**config.mk**
```make
export PLATFORM = sky130hd
export DESIGN_NAME = css_switcher
export DESIGN_NICKNAME = d
export VERILOG_FILES = /design/src/rtl/css_pkg.sv /design/src/rtl/css_switcher.sv
export SDC_FILE = /design/constraint.sdc
export NUM_CORES = 1
export LEC_CHECK = 0
export BUFFER_PORTS_ARGS = -buffer_cell sky130_fd_sc_hd__buf_4
export CAP_MARGIN = 25
export CORE_UTILIZATION = 52
export DETAILED_ROUTE_END_ITERATION = 8
export PLACE_DENSITY = 0.89
export REMOVE_ABC_BUFFERS = 1
export SYNTH_ARGS = -nofsm -noshare
export SYNTH_HDL_FRONTEND = slang
export SYNTH_SLANG_ARGS = --single-unit
```
**constraint.sdc**
```tcl
create_clock -name CLK -period 2 [get_ports CLK]
set_input_delay 0.3 -clock CLK [delete_from_list [all_inputs] [get_ports CLK]]
set_output_delay 0.3 -clock CLK [all_outputs]
set_load 0.01 [all_outputs]
```
**src/rtl/css_pkg.sv**
```systemverilog
// package for the clock source switcher: register layout, keys, source codes, timing
// assumes a single 100 MHz clock domain and an apb register port
package css_pkg;
	localparam logic [11:0] CSS_OSC_CTRL_OFF = 12'h000;
	localparam logic [11:0] CSS_STATUS_OFF = 12'h004;
	localparam logic [11:0] CSS_CFG_OFF = 12'h008;
	// control register field positions
	localparam int CSS_SWREQ_BIT = 0;
	localparam int CSS_CFAIL_BIT = 3;
	localparam int CSS_LOCK_BIT = 5;
	localparam int CSS_NEXT_LSB = 8;
	localparam int CSS_CUR_LSB = 12;
	localparam int CSS_SECONDARY_OSC_ON_BIT = 1;
	// unlock keys
	localparam logic [7:0] CSS_KEY_HI_A = 8'h78;
	localparam logic [7:0] CSS_KEY_HI_B = 8'h9a;
	localparam logic [7:0] CSS_KEY_LO_A = 8'h46;
	localparam logic [7:0] CSS_KEY_LO_B = 8'h57;
	// source codes
	localparam logic [2:0] CSS_SRC_FRC = 3'h0;
	localparam logic [2:0] CSS_SRC_FAST_RC_WITH_MULTIPLIER = 3'h1;
	localparam logic [2:0] CSS_SRC_PRI = 3'h2;
	localparam logic [2:0] CSS_SRC_PRIPLL = 3'h3;
	localparam logic [2:0] CSS_SRC_SEC = 3'h4;
	localparam logic [2:0] CSS_SRC_LOW_POWER_RC_OSC = 3'h5;
	localparam logic [2:0] CSS_SRC_RESET = 3'h0;
	// fast rc and low power rc run out of reset
	localparam logic [7:0] CSS_OSC_EN_RESET = 8'h21;
	// settle count on the new clock
	localparam logic [3:0] CSS_SETTLE_CYC = 4'd10;
	// configuration bit positions
	localparam int CSS_CFG_SWMON_BIT = 0;
	localparam int CSS_CFG_WDT_BIT = 1;
	localparam int CSS_CFG_SOSCPW_LSB = 11;
	localparam logic [15:0] CSS_CFG_RESET = 16'h0001;
	typedef enum logic [4:0] {
		CSS_IDLE = 5'b00001,
		CSS_START = 5'b00010,
		CSS_LOCKW = 5'b00100,
		CSS_SETTLE = 5'b01000,
		CSS_SLEEP = 5'b10000
	} css_state_t;
	typedef struct packed {
		logic [7:0] enable;
		logic [7:0] ready;
		logic pll_lock;
	} css_osc_t;
endpackage

```
**src/rtl/css_switcher.sv**
```systemverilog
// clock source switcher: protected control register, switch sequence, sleep handling
// assumes oscillator ready/lock signals synchronous to CLK and apb master on CLK
//Contract
//- high byte writable only after keys 78h then 9Ah, next write sets source
//- low byte writable only after keys 46h then 57h, next write sets request
//- next source field sits at control bits 10 to 8
//- setting request bit 0 starts the switch sequence
//- current source field at bits 14 to 12 is read-only
//- equal current and next sources: clear request and abort
//- valid switch clears lock status bit 5 and fail flag bit 3
//- enable target oscillator; for crystal wait for startup timer expiry
//- multiplier sources wait for lock bit set
//- count ten new-clock cycles then switch the system clock
//- on success clear request and copy next into current
//- turn old source off except rc for watchdog/monitor and enabled secondary
//- cpu keeps running during switch; avoid timing-sensitive code
//- config word two bits 12 to 11 select secondary oscillator power mode
//- sleep shuts down the system clock source oscillator
//- low power rc runs in sleep with watchdog on; watchdog cleared first
//- fail-safe monitor inactive during sleep
//- wake on enabled interrupt, reset or watchdog timeout
//- wake resumes with the same clock source
//- switch-monitor config bit at one disables switching and monitor
//- switching disabled holds request zero and next has no effect
//
// The address map and the APB register port were left to the implementer.
module css_switcher
	import css_pkg::*;
#(
	parameter int SRC_COUNT = 6
) (
	input wire logic CLK,
	input wire logic RST_N,
	input wire logic PSEL,
	input wire logic PENABLE,
	input wire logic PWRITE,
	input wire logic [11:0] PADDR,
	input wire logic [31:0] PWDATA,
	input wire logic [3:0] PSTRB,
	output logic [31:0] PRDATA,
	output logic PREADY,
	output logic PSLVERR,
	input wire logic [7:0] OSC_READY,
	input wire logic PLL_LOCK,
	input wire logic SLEEP_REQ,
	input wire logic WAKE_EVENT,
	input wire logic [2:0] RESET_SOURCE,
	output logic [7:0] OSC_ENABLE,
	output logic [2:0] SYSCLK_SEL,
	output logic MONITOR_ACTIVE,
	output logic WDT_CLEAR,
	output logic [1:0] SECONDARY_OSC_POWER_SEL,
	output logic IN_SLEEP
);
	// the source codes and the enable vector assume between six and eight sources
	if (SRC_COUNT < 6 || SRC_COUNT > 8) begin : g_bad_count
		$error("source count out of range");
	end

	// the settle counter must reach its end value and the fields must not overlap
	if (CSS_SETTLE_CYC == 4'd0) begin : g_bad_settle
		$error("settle count must be nonzero");
	end
	if (CSS_CUR_LSB < CSS_NEXT_LSB + 3) begin : g_bad_fields
		$error("source fields overlap");
	end

	// code validity, used by the next source write path
	function automatic logic src_valid(input logic [2:0] code);
		src_valid = (int'(code) < SRC_COUNT);
	endfunction

	// one step of a two-byte key detector; anything off the key path re-arms it
	function automatic logic [1:0] key_step(input logic [1:0] key, input logic [7:0] wbyte,
		input logic [7:0] key_a, input logic [7:0] key_b);
		key_step = 2'd0;
		if (key == 2'd0 && wbyte == key_a) begin
			key_step = 2'd1;
		end else if (key == 2'd1 && wbyte == key_b) begin
			key_step = 2'd2;
		end
	endfunction
	function automatic logic src_pll(input logic [2:0] code);
		src_pll = (code == CSS_SRC_FAST_RC_WITH_MULTIPLIER) || (code == CSS_SRC_PRIPLL);
	endfunction
	function automatic logic [7:0] onehot(input logic [2:0] code);
		onehot = 8'h01 << code;
	endfunction

	css_state_t state, next_state;
	logic [2:0] cur_src, next_cur_src;
	logic [2:0] nxt_src, next_nxt_src;
	logic swreq, next_swreq;
	logic lock_st, next_lock_st;
	logic cfail, next_cfail;
	logic secondary_osc_on, next_secondary_osc_on;
	logic [15:0] cfg, next_cfg;
	logic [1:0] key_hi, next_key_hi;
	logic [1:0] key_lo, next_key_lo;
	logic [3:0] settle, next_settle;
	logic [7:0] osc_en, next_osc_en;
	logic [31:0] rdata, next_rdata;
	logic ready, next_ready;
	logic slverr, next_slverr;
	logic wdt_clr, next_wdt_clr;
	// status outputs kept in their own flops
	logic in_sleep, next_in_sleep;
	logic mon_act, next_mon_act;
	// decoded access strobes and protected-byte write strobes, plus the switch enable and the keep mask
	logic ctrl_wr;
	logic hi_open;
	logic lo_open;
	logic sel_valid;
	logic wr_acc;
	logic sw_enabled;
	logic [7:0] keep_mask;

	// an access completes in its first access cycle, so writes land at the setup edge
	assign sel_valid = PSEL && !PENABLE;
	assign wr_acc = sel_valid && PWRITE;
	assign ctrl_wr = wr_acc && (PADDR == CSS_OSC_CTRL_OFF);
	// a byte opens only for the one write that follows its second key
	assign hi_open = ctrl_wr && PSTRB[1] && (key_hi == 2'd2);
	assign lo_open = ctrl_wr && PSTRB[0] && (key_lo == 2'd2);
	assign sw_enabled = !cfg[CSS_CFG_SWMON_BIT];

	// sources that must stay on regardless of selection
	always_comb begin
		keep_mask = 8'h00;
		if (cfg[CSS_CFG_WDT_BIT] || sw_enabled) begin
			keep_mask = keep_mask | onehot(CSS_SRC_LOW_POWER_RC_OSC);
		end
		if (secondary_osc_on) begin
			keep_mask = keep_mask | onehot(CSS_SRC_SEC);
		end
	end

	// key detectors: every write re-arms both unless it advances one
	always_comb begin
		next_key_hi = key_hi;
		next_key_lo = key_lo;
		if (wr_acc) begin
			next_key_hi = 2'd0;
			next_key_lo = 2'd0;
			if (ctrl_wr && PSTRB[1] && key_hi != 2'd2) begin
				next_key_hi = key_step(key_hi, PWDATA[15:8], CSS_KEY_HI_A, CSS_KEY_HI_B);
			end
			if (ctrl_wr && PSTRB[0] && key_lo != 2'd2) begin
				next_key_lo = key_step(key_lo, PWDATA[7:0], CSS_KEY_LO_A, CSS_KEY_LO_B);
			end
		end
	end

	always_ff @(posedge CLK or negedge RST_N) begin
		if (!RST_N) begin
			key_hi <= 2'd0;
			key_lo <= 2'd0;
		end else begin
			key_hi <= next_key_hi;
			key_lo <= next_key_lo;
		end
	end

	// register port: every access is answered in the cycle after its setup edge
	always_comb begin
		next_rdata = rdata;
		next_ready = 1'b0;
		next_slverr = 1'b0;
		if (sel_valid) begin
			next_ready = 1'b1;
			next_rdata = 32'h0000_0000;
			case (PADDR)
				CSS_OSC_CTRL_OFF: begin
					// current source is reported here and has no write path
					next_rdata[CSS_CUR_LSB +: 3] = cur_src;
					next_rdata[CSS_NEXT_LSB +: 3] = nxt_src;
					next_rdata[CSS_LOCK_BIT] = lock_st;
					next_rdata[CSS_CFAIL_BIT] = cfail;
					next_rdata[CSS_SECONDARY_OSC_ON_BIT] = secondary_osc_on;
					next_rdata[CSS_SWREQ_BIT] = swreq;
				end
				CSS_STATUS_OFF: begin
					next_rdata[4:0] = state;
					next_rdata[15:8] = osc_en;
				end
				CSS_CFG_OFF: next_rdata[15:0] = cfg;
				// unmapped offsets answer with an error and change nothing but the key detectors
				default: next_slverr = 1'b1;
			endcase
		end
	end

	always_ff @(posedge CLK or negedge RST_N) begin
		if (!RST_N) begin
			rdata <= 32'h0000_0000;
			ready <= 1'b0;
			slverr <= 1'b0;
		end else begin
			rdata <= next_rdata;
			ready <= next_ready;
			slverr <= next_slverr;
		end
	end

	always_comb begin
		next_state = state;
		next_cur_src = cur_src;
		next_nxt_src = nxt_src;
		next_swreq = swreq;
		next_lock_st = PLL_LOCK;
		next_cfail = cfail;
		next_secondary_osc_on = secondary_osc_on;
		next_cfg = cfg;
		next_settle = settle;
		next_osc_en = osc_en;
		next_wdt_clr = 1'b0;
		if (hi_open) begin
			// next source accepted only when valid and enabled
			if (sw_enabled && src_valid(PWDATA[CSS_NEXT_LSB +: 3])) begin
				next_nxt_src = PWDATA[CSS_NEXT_LSB +: 3];
			end
		end
		if (lo_open) begin
			next_secondary_osc_on = PWDATA[CSS_SECONDARY_OSC_ON_BIT];
			// software may only clear the fail flag, never set it
			if (!PWDATA[CSS_CFAIL_BIT]) begin
				next_cfail = 1'b0;
			end
			// request set only while switching is enabled and no switch runs
			if (PWDATA[CSS_SWREQ_BIT] && sw_enabled && state == CSS_IDLE) begin
				next_swreq = 1'b1;
				next_state = CSS_START;
			end
		end
		if (wr_acc && PADDR == CSS_CFG_OFF) begin
			// configuration word image, written by the loader
			next_cfg = PWDATA[15:0];
		end
		case (state)
			CSS_IDLE: begin
				// sleep stops the system oscillator, keeps selection
				if (SLEEP_REQ) begin
					next_wdt_clr = cfg[CSS_CFG_WDT_BIT];
					next_state = CSS_SLEEP;
				end
			end
			CSS_START: begin
				if (nxt_src == cur_src) begin
					next_swreq = 1'b0;
					next_state = CSS_IDLE;
				end else begin
					// clear status at a valid start
					next_lock_st = 1'b0;
					next_cfail = 1'b0;
					next_osc_en = osc_en | onehot(nxt_src);
					next_state = CSS_LOCKW;
				end
			end
			CSS_LOCKW: begin
				next_lock_st = PLL_LOCK;
				// wait for startup timer and multiplier lock
				if (OSC_READY[nxt_src] && (!src_pll(nxt_src) || PLL_LOCK)) begin
					next_settle = 4'd0;
					next_state = CSS_SETTLE;
				end
			end
			CSS_SETTLE: begin
				// ten cycles on the new clock before commit
				if (settle == CSS_SETTLE_CYC - 4'd1) begin
					next_cur_src = nxt_src;
					next_swreq = 1'b0;
					next_osc_en = onehot(nxt_src) | keep_mask;
					next_state = CSS_IDLE;
				end else begin
					next_settle = settle + 4'd1;
				end
			end
			CSS_SLEEP: begin
				// only the low power rc survives if watchdog is on
				next_osc_en = cfg[CSS_CFG_WDT_BIT] ? onehot(CSS_SRC_LOW_POWER_RC_OSC) : 8'h00;
				// wake on interrupt or watchdog timeout
				if (WAKE_EVENT) begin
					next_osc_en = onehot(cur_src) | keep_mask;
					next_state = CSS_IDLE;
				end
			end
			default: next_state = CSS_IDLE;
		endcase
		// request held at zero while switching is disabled
		if (!sw_enabled) begin
			next_swreq = 1'b0;
		end
	end


	// the switch never stalls the register port
	always_ff @(posedge CLK or negedge RST_N) begin
		if (!RST_N) begin
			state <= CSS_IDLE;
			cur_src <= CSS_SRC_RESET;
			nxt_src <= CSS_SRC_RESET;
			swreq <= 1'b0;
			lock_st <= 1'b0;
			cfail <= 1'b0;
			secondary_osc_on <= 1'b0;
			cfg <= CSS_CFG_RESET;
			settle <= 4'd0;
			osc_en <= CSS_OSC_EN_RESET;
			wdt_clr <= 1'b0;
		end else begin
			state <= next_state;
			cur_src <= next_cur_src;
			nxt_src <= next_nxt_src;
			swreq <= next_swreq;
			lock_st <= next_lock_st;
			cfail <= next_cfail;
			secondary_osc_on <= next_secondary_osc_on;
			cfg <= next_cfg;
			settle <= next_settle;
			osc_en <= next_osc_en;
			wdt_clr <= next_wdt_clr;
		end
	end

	// reset source strap is taken by the loader through the config path; kept for future use
	logic [2:0] unused_reset_src;
	assign unused_reset_src = RESET_SOURCE;

	// status outputs come from the next values, so they track the state flops
	always_comb begin
		next_in_sleep = (next_state == CSS_SLEEP);
		next_mon_act = !next_cfg[CSS_CFG_SWMON_BIT] && !next_in_sleep;
	end

	always_ff @(posedge CLK or negedge RST_N) begin
		if (!RST_N) begin
			in_sleep <= 1'b0;
			mon_act <= 1'b0;
		end else begin
			in_sleep <= next_in_sleep;
			mon_act <= next_mon_act;
		end
	end

	assign PRDATA = rdata;
	assign PREADY = ready;
	assign PSLVERR = slverr;
	assign OSC_ENABLE = osc_en;
	assign SYSCLK_SEL = cur_src;
	// monitor off in sleep or when disabled
	assign MONITOR_ACTIVE = mon_act;
	assign WDT_CLEAR = wdt_clr;
	assign SECONDARY_OSC_POWER_SEL = cfg[CSS_CFG_SOSCPW_LSB +: 2];
	assign IN_SLEEP = in_sleep;
endmodule

```
# ---- Yosys cells after proc, flatten, opt, wreduce, memory -nomap -nowiden
# Cells that the tools add are included.
dict set report totals {
  regBits 68
  out_inout_bits 50
  word_cells 144
}
dict set report op_classes {
  add_sub_neg 1
  magnitude_cmp 2
  eq_ne 26
  n_shift 2
  mux 54
  bitwise 3
  n_reduce_logical 37
}
# cell n
set op_table {}
lappend op_table {{5-bit 2-to-1 mux} 7}
lappend op_table {{5-bit one-hot mux with 5 select lines} 1}
lappend op_table {{8-bit by 7-bit == test with 1-bit output (second input constant)} 3}
lappend op_table {{8-bit 2-to-1 mux} 3}
lappend op_table {{8-bit one-hot mux with 3 select lines} 1}
lappend op_table {{1-bit logical AND} 19}
lappend op_table {{1-bit 2-to-1 mux} 18}
lappend op_table {{3-bit one-hot mux with 3 select lines} 2}
lappend op_table {{8-bit by 6-bit bitwise OR with 8-bit output} 2}
lappend op_table {{1-bit by 3-bit left shift with 8-bit output (first input constant)} 2}
lappend op_table {{2-bit 2-to-1 mux} 7}
lappend op_table {{12-bit by 3-bit == test with 1-bit output (second input constant)} 1}
lappend op_table {{12-bit by 4-bit == test with 1-bit output (second input constant)} 1}
lappend op_table {{12-bit zero test} 1}
lappend op_table {{6-bit 2-to-1 mux} 2}
lappend op_table {{2-bit != test (second input constant)} 6}
lappend op_table {{1-bit one-hot mux with 2 select lines} 6}
lappend op_table {{5-bit == test (second input constant)} 2}
lappend op_table {{8-bit == test (second input constant)} 1}
lappend op_table {{4-bit 2-to-1 mux} 2}
lappend op_table {{8-bit bitwise OR} 1}
lappend op_table {{4-bit one-hot mux with 2 select lines} 1}
lappend op_table {{2-bit one-hot mux with 3 select lines} 1}
lappend op_table {{3-bit AND reduction} 2}
lappend op_table {{23 further kinds} 33}

# ---- Logic depth before layout (Yosys ltp)
# Gate-level depths: netlist (run 1).
dict set report depth {
  ltp_word 12
  depth_mapped 9
  ltp_nobuf 6
}

# ---- Worst setup path after synthesis (run 1)
# OpenSTA, ideal clock, no wires.
dict set report synth_timing {
  path_kind {reg-to-reg}
  start {reg cur_src[1] (netlist: SYSCLK_SEL[1])}
  end {reg osc_en[6] (netlist: OSC_ENABLE[6])}
  setup_time_ns 0.121
  arrival_ns 1.685
  t_required_ns 1.879
  slack_ns 0.194
  path_stages_with_launch 6
  synth_period_minus_slack_ns 1.806
  path_cell_list {dfrtp_1 -> clkbuf_1 -> xor2_1 -> o311ai_0 -> a21boi_2 -> a22o_1}
}
dict set report synth_via {
  elab_chain_cells 4
  word_cells_on_any_way 7
}
# item line_no
set synth_rtl {}
lappend synth_rtl {{from (decl)} css_switcher.sv:91} ;# logic [2:0] cur_src, next_cur_src;
lappend synth_rtl {{from (signal assigned)} css_switcher.sv:312} ;# cur_src <= next_cur_src;
lappend synth_rtl {{1-bit by 3-bit left shift with 8-bit output} css_switcher.sv:87} ;# onehot = 8'h01 << code;
lappend synth_rtl {{8-bit by 6-bit bitwise OR with 8-bit output} css_switcher.sv:283} ;# next_osc_en = onehot(cur_src) | keep_mask;
lappend synth_rtl {{8-bit 2-to-1 mux} css_switcher.sv:282} ;# if (WAKE_EVENT) begin
lappend synth_rtl {{8-bit one-hot mux with 3 select lines} css_switcher.sv:239} ;# case (state)
lappend synth_rtl {{to (signal assigned)} css_switcher.sv:320} ;# osc_en <= next_osc_en;
lappend synth_rtl {{to (decl)} css_switcher.sv:101} ;# logic [7:0] osc_en, next_osc_en;
# Several ways; a longest one is shown, not always the timed one.
# A chain may end at the register's enable or synchronous reset.

# ---- Final worst setup path (run 1)
dict set report layout_timing {
  start {reg state[1]}
  end {reg osc_en[6] (netlist: OSC_ENABLE[6])}
}
dict set report layout_via {
  elab_chain_cells 3
  word_cells_on_any_way 8
}
# item line_no
set layout_rtl {}
lappend layout_rtl {{from (decl)} css_switcher.sv:90} ;# css_state_t state, next_state;
lappend layout_rtl {{from (signal assigned)} css_switcher.sv:311} ;# state <= next_state;
lappend layout_rtl {{5-bit by 4-bit == test with 1-bit output (tied with other cells)} css_switcher.sv:239}
lappend layout_rtl {{2-bit != test (no source line) / 3-bit nonzero test (equally long branches)} -}
lappend layout_rtl {{3-bit AND reduction (no source line)} -}
# Several ways; a longest one is shown, not always the timed one.

==> run summary, run 1 <==
Yosys printed 0 warnings. Clock share of power: 0.357. Data on the critical path is required at its endpoint by 2250 ps.

The analysis attributes to cell leakage a power of 2.320 nW. Traced cell by cell, the critical path runs through or3_1 > or2_1 > a41o_1 > a22o_1. Setup repair after global routing left no endpoint under its margin.

Routability-driven placement finished with a final weighted congestion of 0.8835. Along the worst hold path, the cell count comes to 2. The initial antenna violation count is 0, and the length of the first detailed-routing pass in iterations is 5. After clock tree synthesis, the clock-pin slew on the worst setup and hold paths is 80 ps. STA classifies the critical path startpoint as a flip-flop. The netlist area before placement is 3800 um2. The fraction of registers with async set or reset after synthesis was 1.000; the TritonCTS sink count was 68. The share of cells above drive strength 1 works out to 0.3541. In this run the core area contains 30 standard-cell rows. The maximum fanout along the worst path works out to 8. The design internal power came out at 2.379 mW. The number of buffers created by CTS is 9.

The region available for standard cell placement spans 6944 um2. The first-iteration detailed-routing DRC count came out at 335. The die height came out at 87.49 um. Before CTS, the worst setup slack after placement is 67.89 ps. After detailed routing, the number of remaining DRC violations is 0.

The achievable frequency was 531.3 MHz. The antenna cell count was 0; the proportion of power drawn by combinational gates was 0.202. The run gives 2 as the clock tree buffer depth. In this run the clock root is driven by a clkbuf_8.

Ratio of final minimum period to clock period: 0.9412. The share of synthesized area occupied by flip-flops and latches was 0.4491. The most used flip-flop cell after synthesis was dfrtp_1. For the worst path setup slack after routing, the log shows 117.7 ps. The delay contributed by the slowest stage of the critical path was 450 ps; the estimated wirelength of the detail-placed design was 6.936 mm. The initial core utilization was 0.5472.

After clock tree synthesis, the setup repair step added 0 buffers. The total grt overflow was 0; the via count normalized by instance count was 5.967. The net switching fraction of the power came out at 0.2960. The number of synthesized flops with an enable pin is 0.

The synthesis-stage register bit count was 68. The biggest area contributor in the post-synthesis netlist is dfrtp_1. The synthesized netlist cell count is 356, and the largest net degree at the start of global routing is 69. The kind of capture point of the worst setup path was a flip-flop. The depth of the most critical reg-to-reg path is 4. Shortest clock period the worst path allows after layout: 1882 ps. The net count reported at finish was 513. The critical path data arrival time is 2130 ps.

The H-tree was split into 3 levels. The flow ran to the end, and the final reports show no timing, DRC or antenna violations. After routing, the total negative slack on setup checks comes to 0 ps. The critical register-to-register path endpoint is OSC_ENABLE[6]$_DFFE_PN0P_.

TritonCTS built the clock tree. The final layout contains routed wiring with a total length of 9.725 mm. The run gives 0.2671 as the total global routing track utilization. The synthesized netlist contains 66 unique library cells. Class of the most critical setup path: flip-flop to flip-flop. For this design the ratio of total power to cell area is 717.0 nW/um2. Reported net switching power: 1.000 mW.

The setup slack on the worst flop-to-flop path was 120 ps. In this run the critical register-to-register path is launched from state[1]$_DFF_PN0_. The tools report the core occupancy in the finished layout as 0.6787.

For the final-report hold violation count, the log shows 0. The slowest stage of the critical path is the dfrtp_1 cell. For the routed via count, the log shows 3252. The start point of the worst hold path is PWDATA[0]. Max-cap violations in this run came to 0. In the layout the commonest cells are buf_4, dfrtp_1, nand2_1. For the via count of the first global-routing pass, the log shows 3174. After synthesis, the cell types taking the most area are dfrtp_1, mux2_2, buf_4, mux2i_1, mux2_4.

The first global-routing pass estimated 15.47 mm of wire. The die covers 7654 um2. The fill cell total of the finished layout is 473. The count of pins over their slew limit came out at 0. The number of buffers and inverters on the critical path is 0.

The largest delay contributor family on the critical path is simple AND/OR/NAND/NOR gates. Mean routed wirelength per cell: 17.84 um. Buffers placed on the I/O ports in this run total 79. The die is 87.49 um wide. The clock network latency to the later pin of the worst-skew pair is 350 ps, and the average size of a mapped cell is 10.67 um2. The design draws 3.380 mW. The worst voltage drop across the vdd grid was 340.8 uV; the layout-stage area growth over the synthesis result was 24.04%. Classification of the worst-slack hold path: input pin to flip-flop.

For hold timing, the worst endpoint is MONITOR_ACTIVE$_DFF_PN0_. Pin placement for this block handled 117 I/O pins. The top-area cell type share of the netlist area was 0.4215; the portion of total power attributed to sequential cells was 0.441. The setup clock skew after layout came out at 9.075 ps. The library cell used most frequently in the layout, excluding fill and tap cells, is buf_4. The detail route stage leaves a number of antenna-violating nets equal to 0. Setup violations remaining at the end of the flow were counted as 0.
## timing repair
action | CTS | global route
resized for setup | 0 | 3
setup endpoints to repair | 0 | 10
hold endpoints to repair | 64 | 0
hold buffers | 1 | 0
## final cells by class
cell class | count | area [um2] | share of cell area
multi-input combinational | 250 | 1838 | 0.3900
clock buffer | 11 | 151.4 | 0.03212
timing repair buffer | 104 | 795.8 | 0.1688
tap | 96 | 120.1 | 0.02548
clock inverter | 5 | 60.06 | 0.01274
inverter | 11 | 41.29 | 0.008760
sequential | 68 | 1707 | 0.3621
## sequential cells by signal, summed over array words and instances, names as in the netlist, 2 cells and up
signal	flops
key_hi	2
SYSCLK_SEL	3
cfg	16
PRDATA	16
key_lo	2
OSC_ENABLE	8
nxt_src	3
settle	4
state	5
## worst max path at each step
stage	from	endpoint	slack, ps	cells past startpoint
floorplan	PENABLE	nxt_src[0]$_DFFE_PN0P_	-80	5
global placement	state[1]$_DFF_PN0_	OSC_ENABLE[4]$_DFFE_PN0P_	120	4
detailed placement	PADDR[1]	nxt_src[2]$_DFFE_PN0P_	70	5
CTS	state[1]$_DFF_PN0_	OSC_ENABLE[4]$_DFFE_PN0P_	40	4
global route	state[1]$_DFF_PN0_	OSC_ENABLE[2]$_DFFE_PN0P_	4	4
finish	state[1]$_DFF_PN0_	OSC_ENABLE[6]$_DFFE_PN0P_	120	4
## per-stage QoR
step	instance area [um2]	instances	hold WS (ps)
after global routing	4713	545	164.9
after CTS	4707	545	149.7
after detailed placement	4486	528	326.4
after floorplan	3580	329	4.409
after global placement	4486	528	328.3
final	4713	545	155.9
## power by group through the flow
stage                     sequential (mW)  clock [mW]  combinational (mW)
after floorplan                      1.53           0               0.310
after global placement               1.51           0               0.646
after detailed placement             1.51           0               0.665
after CTS                            1.49        1.21               0.677
after global routing                 1.50        1.28               0.738
final                                1.49        1.21               0.683
## metal layers
layer | vias up | GRT usage | share of wire
met5 | - | 0 | 0
met4 | 0 | 0.1237 | 0.026
met3 | 27 | 0.06066 | 0.072
met2 | 183 | 0.4411 | 0.49
met1 | 1593 | 0.3329 | 0.41
li1 | 1449 | - | -
## cells in the mapped netlist (4+ instances only)
| library cell | number |
|---|---|
| nand4b_1 | 5 |
| a22o_1 | 7 |
| dfrtp_1 | 64 |
| a32oi_1 | 4 |
| o21ai_0 | 4 |
| nand2_1 | 29 |
| nor3_1 | 6 |
| buf_4 | 18 |
| nor2_1 | 23 |
| o2111ai_1 | 4 |
| nand3_1 | 10 |
| o31ai_1 | 11 |
| mux2i_1 | 12 |
| xor2_1 | 6 |
| buf_6 | 4 |
| dfstp_2 | 4 |
| clkbuf_1 | 15 |
| a21oi_1 | 17 |
| nand2b_1 | 7 |
| mux2_2 | 14 |
| mux2_4 | 8 |
| buf_2 | 4 |
| inv_1 | 11 |
## worst register-to-register path, cell delays in order (launching register included)
cell,delay (ps)
dfrtp_1,450
or3_1,450
or2_1,370
a41o_1,290
a22o_1,220
## kinds of logic (layout without fill, tap and decap cells)
family	after synthesis	in the layout	share of synthesized area
other cells	1	16	0.0009869
mux	35	35	0.1106
buf+inv	53	131	0.08363
flops	68	68	0.4491
compound gates	77	77	0.1541
simple gates	114	114	0.1811
xor+xnor	6	6	0.01383
fa+ha+maj	2	2	0.006584
Power figures use the tool's default switching activity.
==> run 2, diff against run 1 <==
Settings changed: ABC_AREA from default to 1, CORE_UTILIZATION 52 to 51, PLACE_DENSITY 0.89 to 0.88.
==> run summary, run 2 <==
Yosys mapped the design onto 41 distinct sky130hd cell types. Sorting the synthesized cells by area gives the leading types as dfrtp_1, nand2_1, nand3_1, inv_1, buf_4. The via count of the first global-routing pass is 3286.

For this design the total switching power over the nets is 955.6 uW. The min-delay analysis places its worst path in the category input pin to async pin. STA puts the critical path data arrival time at 2080 ps. Measured along the x axis, the die boundary spans 87.19 um. The run gives 556 as the fill cell total of the finished layout. The net switching fraction of the power was 0.2668. The share of synthesized area occupied by flip-flops and latches was 0.4611.

The total number of placement rows was 30; the mean routed wirelength per cell was 14.66 um. The tools report the final-report hold violation count as 0. The final design instance area without fill came out at 4566 um2.

After clock tree synthesis, the clock-pin slew on the worst setup and hold paths is 70 ps. Prior to clock tree synthesis, the placed netlist has a worst setup slack of 267.9 ps. Across the run, the number of max-cap violations was 0.

The tools report the global-route met2 utilization as 0.4352. For the post-CTS setup-driven buffer insertion count, the log shows 0. At the end of routability-driven placement, the weighted congestion stood at 0.8843. Yosys mapped a number of flops with a built-in enable equal to 0. In the synthesized netlist, the cells that appear most often are nand2_1, dfrtp_1, inv_1. The flow ran to the end, and the final reports show no timing, DRC or antenna violations.

The TritonCTS sink count is 68, and the via count normalized by instance count is 5.468. The tools report the first-iteration detailed-routing DRC count as 232. The tools report the global-route met1 utilization as 0.3292. TritonCTS built the clock tree.

The cell leakage power came out at 2.398 nW. The estimated wirelength of the detail-placed design came out at 6.978 mm. The share of cells above drive strength 1 was 0.2423.

The reg-to-reg startpoint was state[2]$_DFF_PN0_. For the worst path setup slack after routing, the log shows 212.2 ps. The logs give 0 for the count of yosys warnings during synthesis and 0 for the hold buffer count at CTS. For the final routed DRC violation total, the log shows 0. The initial antenna violation count came out at 0. The worst hold slack across all endpoints is 27.98 ps, and the clock share of power is 0.403. Across all register-to-register paths, the minimum setup slack is 210 ps. The H-tree was split into 3 levels. The library cell with the highest instance count after synthesis was nand2_1. For this run, the detailed router's first-pass iteration total came to 5.

Along the worst path, the maximum fanout reaches 7. The top-area cell type share of the netlist area is 0.4327, and the core region area is 6907 um2. The residual antenna-violating net count after detailed routing is 0, and the number of input and output port buffers inserted is 79. The die is 87.19 um tall. Class of the most critical setup path: flip-flop to flip-flop. The cell at the root of the clock tree is clkbuf_8. The run gives 0.2662 as the total global routing track utilization.

The ratio of final minimum period to clock period was 0.8939; the worst slew margin relative to its limit was 0.4350. The portion of total power attributed to sequential cells is 0.432, and the layout-stage area growth over the synthesis result is 23.36%. Count of pins over their slew limit: 0. The most common cell after layout, fill and taps aside is nand2_1. The endpoint identified for the worst register-to-register timing path is OSC_ENABLE[2]$_DFFE_PN0P_. STA classifies the critical path endpoint as a flip-flop. The logs give 69 for the largest net degree at the start of global routing and 3701 um2 for the netlist area before placement. The biggest area contributor in the post-synthesis netlist is dfrtp_1. The number of clock buffers added by TritonCTS is 9. The total negative slack was 0 ps; the area occupied by multi-input gates was 1644 um2. The clock tree buffer depth is 2, and the total of cells resized after clock tree synthesis is 0. In this run, synthesis produced a sequential element count of 68. For the net count reported at finish, the log shows 617. The average size of a mapped cell was 7.942 um2; the worst voltage drop across the vdd grid was 349.2 uV. The tools report the final setup violation count as 0.

The tools report the met3 routing resource usage after global routing as 0.05308. The logs give 0.6611 for the core occupancy in the finished layout and 3549 for the routed via count. The first global-routing pass estimated 15.19 mm of wire. The shortest clock period the worst path allows after layout came out at 1788 ps. 0 antenna diodes ended up in the layout. Setup repair after global routing left no endpoint under its margin.

STA puts the critical path data required time at 2300 ps. The final layout contains routed wiring with a total length of 9.515 mm. The setup clock skew after layout is 12.22 ps, and the register cell area after layout is 1707 um2.

The worst setup path is launched from a flip-flop. The run gives 559.3 MHz as the achievable frequency. At the later pin of the worst-skew pair, clock insertion delay measures 360 ps.

Proportion of power drawn by combinational gates: 0.166. For this run the aggregate overflow at the end of global routing stands at 0. For the pin with the worst max-slew slack, the measured transition is 847.5 ps. The tools report the initial core utilization as 0.5359. The power density normalized to cell area came out at 784.5 nW/um2.

Synthesis handed over a netlist of 466 instances. Pin placement for this block handled 117 I/O pins. The design internal power was 2.626 mW. Among all flip-flop cells after synthesis, the most frequent one is dfrtp_1. After detailed placement, the total cell area comes to 4307 um2. Measured in cells, the most critical reg-to-reg path has a length of 7.

The library cells used most frequently in the layout, excluding fill and tap cells, are nand2_1, buf_4, dfrtp_1. The die covers 7601 um2. The fraction of registers with async set or reset after synthesis came out at 1.000. Most used routing layer: met2.
run 2: layout make-up:
| type | count | share of cell area |
|---|---|---|
| tap | 96 | 0.02631 |
| clock inverter | 5 | 0.02357 |
| clock buffer | 11 | 0.03316 |
| timing repair buffer | 85 | 0.1398 |
| sequential | 68 | 0.3738 |
| inverter | 52 | 0.04330 |
| multi-input combinational | 332 | 0.3601 |
run 2: worst max-delay path by stage:
stage / from / end / slack (ps) / cells after the start
floorplan: PADDR[9] / MONITOR_ACTIVE$_DFF_PN0_ / 390 / 8
global placement: PADDR[9] / state[1]$_DFF_PN0_ / 310 / 10
detailed placement: PADDR[1] / nxt_src[2]$_DFFE_PN0P_ / 270 / 9
CTS: state[2]$_DFF_PN0_ / OSC_ENABLE[2]$_DFFE_PN0P_ / 300 / 7
global route: state[2]$_DFF_PN0_ / OSC_ENABLE[3]$_DFFE_PN0P_ / 160 / 7
finish: state[2]$_DFF_PN0_ / OSC_ENABLE[2]$_DFFE_PN0P_ / 210 / 7
run 2: per-stage QoR:
step / power (mW) / cells
after global placement: 2.132 / 633
after detailed placement: 2.153 / 633
after global routing: 3.729 / 649
final: 3.582 / 649
after floorplan: 1.866 / 452
after CTS: 3.590 / 649
run 2: kinds of logic after synthesis:
logic type / count (synthesis) / synth area share
buffers and inverters: 81 / 0.1099
other: 1 / 0.001013
AO/OA/AOI/OAI: 62 / 0.1085
flip-flops: 68 / 0.4611
XOR/XNOR: 5 / 0.01183
AND/OR/NAND/NOR: 247 / 0.3009
adder cells (fa/ha/maj): 2 / 0.006760
run 2: power by group through the flow:
stage / combinational (mW) / sequential [mW] / clock [mW]
2_1_floorplan: 0.289 / 1.58 / 0
3_3_place_gp: 0.569 / 1.56 / 0
3_5_place_dp: 0.586 / 1.57 / 0
4_1_cts: 0.588 / 1.54 / 1.46
5_1_grt: 0.652 / 1.55 / 1.53
6_report: 0.594 / 1.55 / 1.44
run 2: metal layers:
metal  up-vias  routed length [um]
li1       1654                   -
met1      1640                3875
met2       214                4492
met3        41                 734
met4         0                 412
met5         -                   0
run 2: critical path, cell delays in order (launching register included):
cell and delay (ps):
dfrtp_1 430, nor2_1 220, nand3_1 280, nor2_2 320
nand3_1 160, o22ai_1 180, nand2_1 80, nand2_1 60
